<file path="src/design/serial_rx_pkg.sv">
// Purpose: Shared constants and types for the serial receive channel
// Assumes: One channel, APB register access, pclk domain only
// Notes: Widths and depths are fixed
`default_nettype none
package serial_rx_pkg;
    // Phase aligner
    localparam int unsigned NUM_PHASES = 8;
    localparam logic [2:0] PH_CENTER = 3'h4;
    // Phase FIFO, six entries of one bit
    localparam int unsigned FIFO_DEPTH = 6;
    localparam logic [2:0] FIFO_LAST = 3'h5;
    localparam logic [2:0] FIFO_PREFILL = 3'h3;
    // Realignment and deserializer
    localparam int unsigned HIST_W = 12;
    localparam int unsigned WORD_W = 10;
    localparam logic [3:0] FACT_MIN = 4'h3;
    localparam logic [3:0] FACT_MAX = 4'hA;
    localparam logic [3:0] FACT_SDR = 4'h1;
    localparam logic [3:0] FACT_DDR = 4'h2;
    localparam logic [3:0] ROLL_MIN = 4'h1;
    localparam logic [3:0] ROLL_MAX = 4'hB;
    // Register byte addresses
    localparam logic [7:0] ADDR_CTRL = 8'h00;
    localparam logic [7:0] ADDR_CMD = 8'h04;
    localparam logic [7:0] ADDR_STATUS = 8'h08;
    localparam logic [7:0] ADDR_DATA = 8'h0C;
    localparam int unsigned CTRL_W = 15;
    localparam int unsigned CMD_FIFO_RST_BIT = 0;

    typedef enum logic [1:0] {
        MODE_FIXED = 2'h0,
        MODE_ALIGNED = 2'h1,
        MODE_SOFT_CDR = 2'h2
    } mode_e;

    typedef enum logic [1:0] {
        ST_TRAIN = 2'b01,
        ST_TRACK = 2'b10
    } align_state_e;

    // CTRL layout, bit 0 upward: mode, bypass, ddr, factor, roll,
    // hold, aligner reset, slip request
    typedef struct packed {
        logic slip_req;
        logic aligner_rst;
        logic phase_select_hold;
        logic [3:0] roll;
        logic [3:0] factor;
        logic ddr;
        logic bypass;
        mode_e mode;
    } ctrl_s;

    localparam ctrl_s CTRL_RST = '{
        slip_req: 1'b0, aligner_rst: 1'b0, phase_select_hold: 1'b0,
        roll: 4'hA, factor: 4'hA, ddr: 1'b0, bypass: 1'b0,
        mode: MODE_ALIGNED};

    typedef struct packed {
        logic [2:0][7:0] sync;
        logic [7:0] filt;
        align_state_e ast;
        logic [2:0] phase;
        logic lock;
        logic lock_out;
        logic [5:0] fifo;
        logic [2:0] wr;
        logic [2:0] rd;
        logic [11:0] hist;
        logic [3:0] slip_cnt;
        logic slip_prev;
        logic roll_pend;
        logic roll_out;
        logic [3:0] bitcnt;
        logic [9:0] shift;
        logic [9:0] word;
        logic word_valid;
        logic par_clk;
        ctrl_s ctrl;
        logic pready;
        logic pslverr;
        logic [31:0] prdata;
    } state_s;

    localparam state_s STATE_RST = '{
        ctrl: CTRL_RST, ast: ST_TRAIN, wr: FIFO_PREFILL, default: '0};
endpackage
`default_nettype wire

</file>
<file path="src/design/serial_rx_phase_align_deserializer.sv">
// Purpose: One receive channel: phase aligner, phase FIFO, bit slip,
//          deserializer with SDR/DDR bypass, APB control
// Assumes: Eight phase samples of the line arrive per pclk bit time
// Notes: Summary of operation follows
//
// Summary of operation
// Sample with nearest of eight phases
// Keep tracking and re-pick best phase
// Hold stops phase changes
// Lock from any data transitions
// Lock flag sticky until reset
// Aligner reset forces retraining
// Six-entry one-bit FIFO absorbs phase
// FIFO resets on first lock or command
// FIFO and aligner bypassed per mode
// Each slip edge adds one bit
// Slip high and low one parallel cycle
// Realigned data two parallel cycles later
// Rollover point programmable 1 to 11
// Rollover flag pulses one parallel cycle
// Deserialize factor 3 to 10
// Bypass gives SDR 1 or DDR 2 bits
// Bypass disables aligner and slip
// Fixed mode uses serial clock sample
// Aligned mode reads through FIFO
// Soft recovery forwards divided clock
// No aligner reset after soft training
// Lock flag invalid in soft recovery
// Rollover returns count to zero
// Resets touch only this channel
`timescale 1ns/10ps
`default_nettype none
module serial_rx_phase_align_deserializer (
    // Clock and reset
    input wire logic pclk,
    input wire logic presetn,
    // APB slave
    input wire logic psel,
    input wire logic penable,
    input wire logic pwrite,
    input wire logic [7:0] paddr,
    input wire logic [31:0] pwdata,
    output logic [31:0] prdata,
    output logic pready,
    output logic pslverr,
    // Line samples, one per clock phase
    input wire logic [7:0] phase_samples,
    // Parallel side
    output logic [9:0] par_data,
    output logic par_valid,
    output logic par_clk,
    output logic rollover_pulse,
    output logic lock_flag
);

    // First transition in the phase samples: {found, index}
    function automatic logic [3:0] find_edge(input logic [7:0] v);
        logic [3:0] r;
        r = 4'h0;
        for (int i = 1; i < 8; i++) begin
            if (!r[3] && (v[i] != v[i - 1])) begin
                r = {1'b1, 3'(i)};
            end
        end
        return r;
    endfunction

    // Modulo-six pointer step
    function automatic logic [2:0] inc6(input logic [2:0] p);
        return (p == serial_rx_pkg::FIFO_LAST) ? 3'h0 : 3'(p + 3'h1);
    endfunction

    // Bits per parallel word
    function automatic logic [3:0] eff_factor(
        input serial_rx_pkg::ctrl_s c);
        logic [3:0] f;
        f = c.factor;
        if (c.bypass) begin
            f = c.ddr ? serial_rx_pkg::FACT_DDR : serial_rx_pkg::FACT_SDR;
        end else if (f < serial_rx_pkg::FACT_MIN) begin
            f = serial_rx_pkg::FACT_MIN;
        end else if (f > serial_rx_pkg::FACT_MAX) begin
            f = serial_rx_pkg::FACT_MAX;
        end
        return f;
    endfunction

    // Rollover point clamped into range
    function automatic logic [3:0] eff_roll(input logic [3:0] r);
        logic [3:0] v;
        v = r;
        if (v < serial_rx_pkg::ROLL_MIN) begin
            v = serial_rx_pkg::ROLL_MIN;
        end else if (v > serial_rx_pkg::ROLL_MAX) begin
            v = serial_rx_pkg::ROLL_MAX;
        end
        return v;
    endfunction

    // Mask of the low f bits of a word
    function automatic logic [9:0] word_mask(input logic [3:0] f);
        logic [9:0] m;
        m = 10'h000;
        for (int i = 0; i < 10; i++) begin
            m[i] = (i < int'(f));
        end
        return m;
    endfunction

    serial_rx_pkg::state_s s;
    serial_rx_pkg::state_s n;
    logic aligner_on;
    logic [3:0] edge_info;
    logic first_lock;
    logic fifo_clr;
    logic sel_bit;
    logic ser_bit;
    logic slipped;
    logic [3:0] fct;
    logic [3:0] roll;
    logic strobe;
    logic slip_edge;
    logic apb_setup;
    logic apb_commit;
    logic [9:0] shift_in;

    always_comb begin
        n = s;
        fct = eff_factor(s.ctrl);
        roll = eff_roll(s.ctrl.roll);
        // Three-stage pin synchroniser, change taken when 2nd and 3rd agree
        n.sync[0] = phase_samples;
        n.sync[1] = s.sync[0];
        n.sync[2] = s.sync[1];
        for (int i = 0; i < 8; i++) begin
            if (s.sync[1][i] == s.sync[2][i]) begin
                n.filt[i] = s.sync[2][i];
            end
        end

        // Phase aligner
        aligner_on = (s.ctrl.mode != serial_rx_pkg::MODE_FIXED)
            && !s.ctrl.bypass;
        edge_info = find_edge(s.filt);
        first_lock = 1'b0;
        if (s.ctrl.aligner_rst) begin
            n.ast = serial_rx_pkg::ST_TRAIN;
            n.phase = 3'h0;
            n.lock = 1'b0;
        end else if (aligner_on && edge_info[3]
            && !s.ctrl.phase_select_hold) begin
            // Sample opposite the data edge, at most 1/8 UI off
            n.phase = 3'(edge_info[2:0] + serial_rx_pkg::PH_CENTER);
            if (s.ast == serial_rx_pkg::ST_TRAIN) begin
                n.ast = serial_rx_pkg::ST_TRACK;
                n.lock = 1'b1;
                first_lock = 1'b1;
            end
        end
        case (s.ast)
            serial_rx_pkg::ST_TRAIN: n.lock_out = 1'b0;
            serial_rx_pkg::ST_TRACK: n.lock_out = n.lock;
            default: n.ast = serial_rx_pkg::ST_TRAIN;
        endcase
        if (s.ctrl.mode == serial_rx_pkg::MODE_SOFT_CDR) begin
            n.lock_out = 1'b0;
        end
        sel_bit = s.filt[s.phase];

        // APB decode
        apb_setup = psel && penable && !s.pready;
        apb_commit = psel && penable && s.pready;
        fifo_clr = first_lock;
        if (apb_commit && pwrite && (paddr == serial_rx_pkg::ADDR_CMD)) begin
            fifo_clr = fifo_clr
                || pwdata[serial_rx_pkg::CMD_FIFO_RST_BIT];
        end

        // Phase FIFO, fixed read lag of three entries
        if (fifo_clr) begin
            n.fifo = 6'h00;
            n.wr = serial_rx_pkg::FIFO_PREFILL;
            n.rd = 3'h0;
        end else begin
            n.fifo[s.wr] = sel_bit;
            n.wr = inc6(s.wr);
            n.rd = inc6(s.rd);
        end

        // Serial bit source per mode
        if (s.ctrl.bypass) begin
            ser_bit = s.filt[0];
        end else begin
            case (s.ctrl.mode)
                serial_rx_pkg::MODE_ALIGNED: ser_bit = s.fifo[s.rd];
                serial_rx_pkg::MODE_SOFT_CDR: ser_bit = sel_bit;
                default: ser_bit = s.filt[0];
            endcase
        end

        // Bit slip: tap the history at the inserted latency
        n.hist = {s.hist[10:0], ser_bit};
        slipped = s.ctrl.bypass ? ser_bit : n.hist[s.slip_cnt];

        // Deserializer
        // Counter past a shrunk factor strobes at once
        strobe = (s.bitcnt >= 4'(fct - 4'h1));
        shift_in = {s.shift[8:0], slipped};
        n.shift = shift_in;
        n.word_valid = strobe;
        n.bitcnt = strobe ? 4'h0 : 4'(s.bitcnt + 4'h1);
        if (strobe) begin
            n.word = shift_in & word_mask(fct);
        end
        n.par_clk = (n.bitcnt < 4'((fct + 4'h1) >> 1));

        // Slip request sampled at each parallel clock edge
        slip_edge = strobe && s.ctrl.slip_req && !s.slip_prev
            && !s.ctrl.bypass;
        if (strobe) begin
            n.slip_prev = s.ctrl.slip_req;
            n.roll_out = s.roll_pend;
            n.roll_pend = 1'b0;
        end
        if (slip_edge) begin
            if (s.slip_cnt >= 4'(roll - 4'h1)) begin
                n.slip_cnt = 4'h0;
                n.roll_pend = 1'b1;
            end else begin
                n.slip_cnt = 4'(s.slip_cnt + 4'h1);
            end
        end

        // APB slave, one wait state
        n.pready = apb_setup;
        n.pslverr = 1'b0;
        if (apb_setup) begin
            n.prdata = 32'h0000_0000;
            case (paddr)
                serial_rx_pkg::ADDR_CTRL:
                    n.prdata = {17'h00000, s.ctrl};
                serial_rx_pkg::ADDR_CMD:
                    n.prdata = 32'h0000_0000;
                serial_rx_pkg::ADDR_STATUS:
                    n.prdata = {24'h000000, s.slip_cnt, s.phase, s.lock_out};
                serial_rx_pkg::ADDR_DATA:
                    n.prdata = {22'h000000, s.word};
                default:
                    n.pslverr = 1'b1;
            endcase
        end
        if (apb_commit && pwrite && (paddr == serial_rx_pkg::ADDR_CTRL)) begin
            n.ctrl = serial_rx_pkg::ctrl_s'(
                pwdata[serial_rx_pkg::CTRL_W-1:0]);
        end
    end

    always_ff @(posedge pclk or negedge presetn) begin
        if (!presetn) begin
            s <= serial_rx_pkg::STATE_RST;
        end else begin
            s <= n;
        end
    end

    assign prdata = s.prdata;
    assign pready = s.pready;
    assign pslverr = s.pslverr;
    assign par_data = s.word;
    assign par_valid = s.word_valid;
    assign par_clk = s.par_clk;
    assign rollover_pulse = s.roll_out;
    assign lock_flag = s.lock_out;

    // Checks
    logic [3:0] fifo_gap;
    assign fifo_gap = (s.wr >= s.rd) ? 4'(s.wr - s.rd)
        : 4'(s.wr + 4'h6 - s.rd);
endmodule // serial_rx_phase_align_deserializer
`default_nettype wire

</file>
<file path="config.mk">
export PLATFORM = sky130hd
export DESIGN_NAME = serial_rx_phase_align_deserializer
export DESIGN_NICKNAME = d
export VERILOG_FILES = /design/src/design/serial_rx_pkg.sv /design/src/design/serial_rx_phase_align_deserializer.sv
export SDC_FILE = /design/constraint.sdc
export NUM_CORES = 1
export LEC_CHECK = 0
export BUFFER_PORTS_ARGS = -buffer_cell sky130_fd_sc_hd__buf_4
export CORE_MARGIN = 10
export CORE_UTILIZATION = 30
export CTS_BUF_LIST = sky130_fd_sc_hd__clkbuf_4
export CTS_CLUSTER_DIAMETER = 100
export CTS_CLUSTER_SIZE = 16
export DETAILED_ROUTE_END_ITERATION = 10
export GPL_TIMING_DRIVEN = 1
export MAX_ROUTING_LAYER = met4
export PLACE_DENSITY = 0.58
export SYNTH_ARGS = -nofsm -noshare
export SYNTH_HDL_FRONTEND = slang
export SYNTH_SLANG_ARGS = --single-unit
</file>
<file path="constraint.sdc">
create_clock -name pclk -period 6.5 [get_ports pclk]
set_input_delay 1.3 -clock pclk [delete_from_list [all_inputs] [get_ports pclk]]
set_output_delay 1.3 -clock pclk [all_outputs]
set_load 0.05 [all_outputs]
</file>
==> reports/qor.txt, run 1 <==
Status: completed
Slowest stage delay, CP: 0.62 ns
CTS tree: yes
# rows: 50
Skew final: 0.0184 ns
Post-synthesis xor/xnor area fraction: 0.0107
Layout cell share with drive strength beyond 1: 0.226
Post-cts repair resize count: 0
IO Port Bufs: 66
Max Slew Vio Count: 0
Crit path max-delay cell type: dfstp_2
VDD IR max: 110 uV
Adder-Cell Fraction of Synth Area: 0.0599
Top cells by area, synth: dfrtp_1 52%, buf_4 5.5%, ha_1 4.6%, dfstp_2 3.7%, nand2_1 3.1%
Post-synthesis compound-gate area fraction: 0.109
Hold Slack: 0.359 ns
Detailed Route WL: 12,900 um
Setup_tns: 0 ns
Core area: 18,800 um2
Yosys cell types: 58
Main synth FF type: dfrtp_1
Arr. time, crit path: 4.41 ns
Buf/Inv on CP: 2
Worst-path fanout max: 21
Final nets: 615
H-tree depth: 4
Flop2flop setup slack: 2.50 ns
DP Area: 6170 um2
Vias in the first global route: 3,927
Final Cell Area: 6510 um2
Mapped Cells: 501
Async SR Flop Fraction: 1.00
Final hold violation count: 0
Clk sink count: 126
Synthesized area: 5730 um2
Area leader, netlist: dfrtp_1
Largest net degree at the start of global routing: 73
# setup viols final: 0
Global-route usage over all layers: 0.110
Simple-gate share of the synthesized area: 0.105
Crit end category: register
Die area: 25,000 um2
Root Buffer: clkbuf_4
First-pass GRT wire length: 20,900 um
Largest family of logic cells by synthesized area: compound AO/OA/AOI/OAI gates
YS warnings: 0
Hold Crit Class: register to register
CP required: 6.91 ns
Starting Density: 0.305
Initial antenna violation count: 1
Ratio of final minimum period to clock period: 0.616
Pwr Density: 306 nW/um2
EDFF count, synth: 0
Vias per cell: 4.76
I/O pins: 101
Max-slew headroom: 0.370
Max Cap Violations: 0
Via count: 3,750
Antenna-violating nets left: 0
WL/cell: 16.3 um
Most numerous cell in the Yosys netlist: dfrtp_1
Final Critical Period: 4.00 ns
Worst-Margin Slew: 0.936 ns
CTS Buf Count: 17
Fmax: 250 MHz
Remaining DRCs: 0
Synth top area share: 0.516
GP Congestion: 0.821
Crit start category: register
Post-CTS setup buffers: 0
DR pass1 iterations: 5
Hpwl dp: 9410 um
Total grt overflow: 0
FF+latch count, synth: 126
Critical path type: register to register
Cts hold-fix bufs: 0
Cell family with most CP delay: simple AND/OR/NAND/NOR gates
Clock Tree Buf Depth: 2
RSZ-0062 raised after global routing: false
Layout area overhead: 13.7%
Die width: 158 um
Syn Area/Cell: 11.4 um2
DR iter-0 viols: 199
Worst path cell trace: nor2_1, nor2_1, a22oi_1, inv_1, ha_1, xnor2_1, ha_1, a2111o_1, nand2_1, inv_2, nor2_1, ha_1, a211oi_1
Pleak: 3.01 nW
Core Util, Final: 0.347
Clock transition at the registers of the reported paths: 0.11 ns
Worst skew pair latency: 0.53 ns
Sequential area share after synthesis: 0.552
Mux contribution to synthesized area: 0.0795
Commonest cells in the netlist: 118 x dfrtp_1, 48 x nand2_1, 42 x buf_4
Die height: 158 um
[power breakdown]
part	switching, mW	leakage, nW	internal [mW]
Clock	0.286	0.173	0.342
Combinational	0.255	1.26	0.151
Sequential	0.0786	1.57	0.878
Total	0.619	3.01	1.37
[layer usage]
layer  share of wire  routed length [um]  GRT usage
met1            0.46                5910      0.138
met2            0.45                5800      0.163
met3           0.074                 945     0.0320
met4           0.015                 195     0.0490
met5               0                   0          -
[flip-flops by register name, summed over array words and instances, names as in the netlist, 10 cells and up]
register  cells
s            59
par_data     10
prdata       15
n            36
[kinds of logic after synthesis]
logic type,after synthesis
AO/OA/AOI/OAI,93
XOR/XNOR,7
adder cells (fa/ha/maj),29
buffers and inverters,80
flip-flops,126
multiplexers,36
other,1
AND/OR/NAND/NOR,129
[layout by cell type, fill, tap and decap left out, types with 4 or more instances in the layout]
cell,instances
conb_1,17
nor3_1,9
nor2_1,34
o31ai_1,5
mux4_2,5
dfrtp_1,118
ha_1,21
a22o_1,6
nand3_1,7
nand2b_1,4
bufinv_16,5
o21ai_1,9
nand3b_1,6
maj3_1,8
a21oi_1,12
xnor2_1,5
inv_1,17
o21ai_0,25
nand2_1,48
buf_4,67
dfstp_2,8
clkbuf_4,18
mux2_1,10
mux2_2,12
a22oi_1,11
mux2i_1,8
[final timing paths]
path,start,end,depth (start not counted)
worst max-delay path,s[41],par_clk,13
worst min-delay path,n[130],n[138],0
worst max register to register,s[41],par_clk,13
worst min register to register,n[130],n[138],0
max in group asynchronous,presetn,s[95],2
min in group asynchronous,presetn,par_valid,1
[metrics by stage]
step	total power, mW	worst slack, ns	std cells
after global placement	1.36	2.66	756
final	1.99	2.50	788
after global routing	2.11	2.10	788
after floorplan	1.26	3.32	517
after CTS	2.02	2.48	787
after detailed placement	1.38	2.53	756
[final cells by class]
cell class	instances	area, um2
antenna	1	2.50
clock buffer	18	135
clock inverter	13	196
fill	1868	12300
inverter	18	67.6
multi-input combinational	311	2150
sequential	126	3160
tap	234	293
timing repair buffer	67	503
No activity file was read; power rests on OpenSTA's default activity.
==> run 2: changes to the inputs <==
==> constraint.sdc (replaced) <==
create_clock -name pclk -period 4.11 [get_ports pclk]
set_input_delay 0.822 -clock pclk [delete_from_list [all_inputs] [get_ports pclk]]
set_output_delay 0.822 -clock pclk [all_outputs]
set_load 0.05 [all_outputs]
==> run 2 against run 1 <==
Flip-flop and latch count unchanged. Critical path depth unchanged. Sequential share of layout area decreased by 0.10 points. Critical endpoint unchanged. Highest routed layer unchanged.
==> reports/qor.txt, run 2 (same netlist as run 1, synthesis figures left out) <==
Status: completed
CTS Buf Count: 17
VDD IR max: 175 uV
GP Congestion: 0.825
Via count: 3,781
Pwr Density: 470 nW/um2
Crit end category: register
Vias in the first global route: 3,941
Die area: 25,000 um2
Cell family with most CP delay: compound AO/OA/AOI/OAI gates
Starting Density: 0.305
Final hold violation count: 0
Ratio of final minimum period to clock period: 0.847
Most used cell, CP: ha_1
# fillers: 1,878
Die height: 158 um
Slowest stage delay, CP: 0.61 ns
First-pass GRT wire length: 20,500 um
Skew final: 0.0146 ns
Setup_tns: 0 ns
Clk sink count: 126
Crit start category: register
Worst path cell trace: nor2_1, nor2_1, a22oi_1, inv_1, ha_1, xnor2_1, ha_1, a2111o_1, nand2_1, and2_1, ha_1, a21o_1, a211oi_1
Sequential Power Share: 0.495
Arr. time, crit path: 3.95 ns
Antenna-violating nets left: 0
Max-slew headroom: 0.338
Cell-internal power: 2.07 mW
Final nets: 619
Clock share of power: 0.295
Hold Crit Class: input port to async pin
Largest reg by FF count: s
CP required: 4.57 ns
Total grt overflow: 0
Final Critical Period: 3.48 ns
Fmax: 287 MHz
Core Util, Final: 0.347
Global-route usage over all layers: 0.108
Initial antenna violation count: 1
# rows: 50
WL/cell: 15.9 um
Overall Power: 3.06 mW
Worst-Margin Slew: 0.983 ns
Max Cap Violations: 0
Worst-path fanout max: 9
# setup viols final: 0
I/O pins: 101
Max Slew Vio Count: 0
RSZ-0062 raised after global routing: false
Hpwl dp: 9350 um
H-tree depth: 4
Most frequent cells in the layout: 118 x dfrtp_1, 70 x buf_4, 48 x nand2_1, 34 x nor2_1, 25 x o21ai_0
Sw Pwr: 998 uW
Cts hold-fix bufs: 0
Root Buffer: clkbuf_4
Max FFs per register: 59
Core area: 18,800 um2
Vias per cell: 4.77
Worst skew pair latency: 0.55 ns
IO Port Bufs: 66
Crit path max-delay cell type: dfstp_2
Clock Tree Buf Depth: 2
Detailed Route WL: 12,600 um
CTS tree: yes
Clock transition at the registers of the reported paths: 0.12 ns
Remaining DRCs: 0
Most common cell after layout, fill and taps aside: dfrtp_1
Combinational share of power: 0.209
Die width: 158 um
Largest net degree at the start of global routing: 61
Buf/Inv on CP: 1
Critical path type: register to register
Post-CTS setup buffers: 0
DR pass1 iterations: 4
Layout area overhead: 13.9%
Layout cell share with drive strength beyond 1: 0.235
Sw frac: 0.326
DR iter-0 viols: 221
Post-cts repair resize count: 0
Pleak: 3.01 nW
run 2: changes by cell type in the layout (fill, tap and decap cells not counted), sizes merged:
cell      change
buf           +4
clkinvlp      +3
bufinv        -2
clkinv        -2
inv           +2
run 2: metrics by stage:
stage	hold slack [ns]	setup slack, ns	instance area (um2)	std cells
after floorplan	0.331	0.935	5790	517
after global placement	0.334	0.774	6220	760
after detailed placement	0.335	0.676	6220	760
after CTS	0.193	0.606	6520	792
after global routing	0.198	0.384	6520	793
final	0.205	0.628	6520	793
run 2: area by class of cell:
| cell class | instances | area (um2) | area share |
|---|---|---|---|
| antenna | 1 | 2.50 | 0.000384 |
| clock buffer | 18 | 135 | 0.0207 |
| clock inverter | 14 | 168 | 0.0257 |
| inverter | 18 | 67.6 | 0.0104 |
| multi-input combinational | 311 | 2150 | 0.329 |
| sequential | 126 | 3160 | 0.485 |
| tap | 234 | 293 | 0.0449 |
| timing repair buffer | 71 | 546 | 0.0837 |
run 2: path summary, 6_finish.rpt:
path	start	end	slack [ns]	cells after the start
min in group pclk	n[130]	n[138]	0.36	0
worst max register to register	s[41]	par_clk	0.63	13
worst min register to register	n[130]	n[138]	0.36	0
worst max-delay path	s[41]	par_clk	0.63	13
max in group asynchronous	presetn	s[139]	3.10	2
worst min-delay path	presetn	n[69]	0.21	1
run 2: power by group through the flow:
stage / Clock (mW) / Combinational [mW] / Sequential, mW
global placement: 0 / 0.629 / 1.53
finish: 0.905 / 0.641 / 1.52
detailed placement: 0 / 0.648 / 1.54
CTS: 0.936 / 0.650 / 1.52
floorplan: 0 / 0.477 / 1.52
global route: 0.986 / 0.707 / 1.54
run 2: routing by layer:
layer  up-vias  wire length [um]  global-route usage
met5         -                 0                   -
met4         0               286              0.0494
met3        18               935              0.0399
met2       112              5550               0.154
met1      1857              5820               0.133
li1       1794                 -                   -
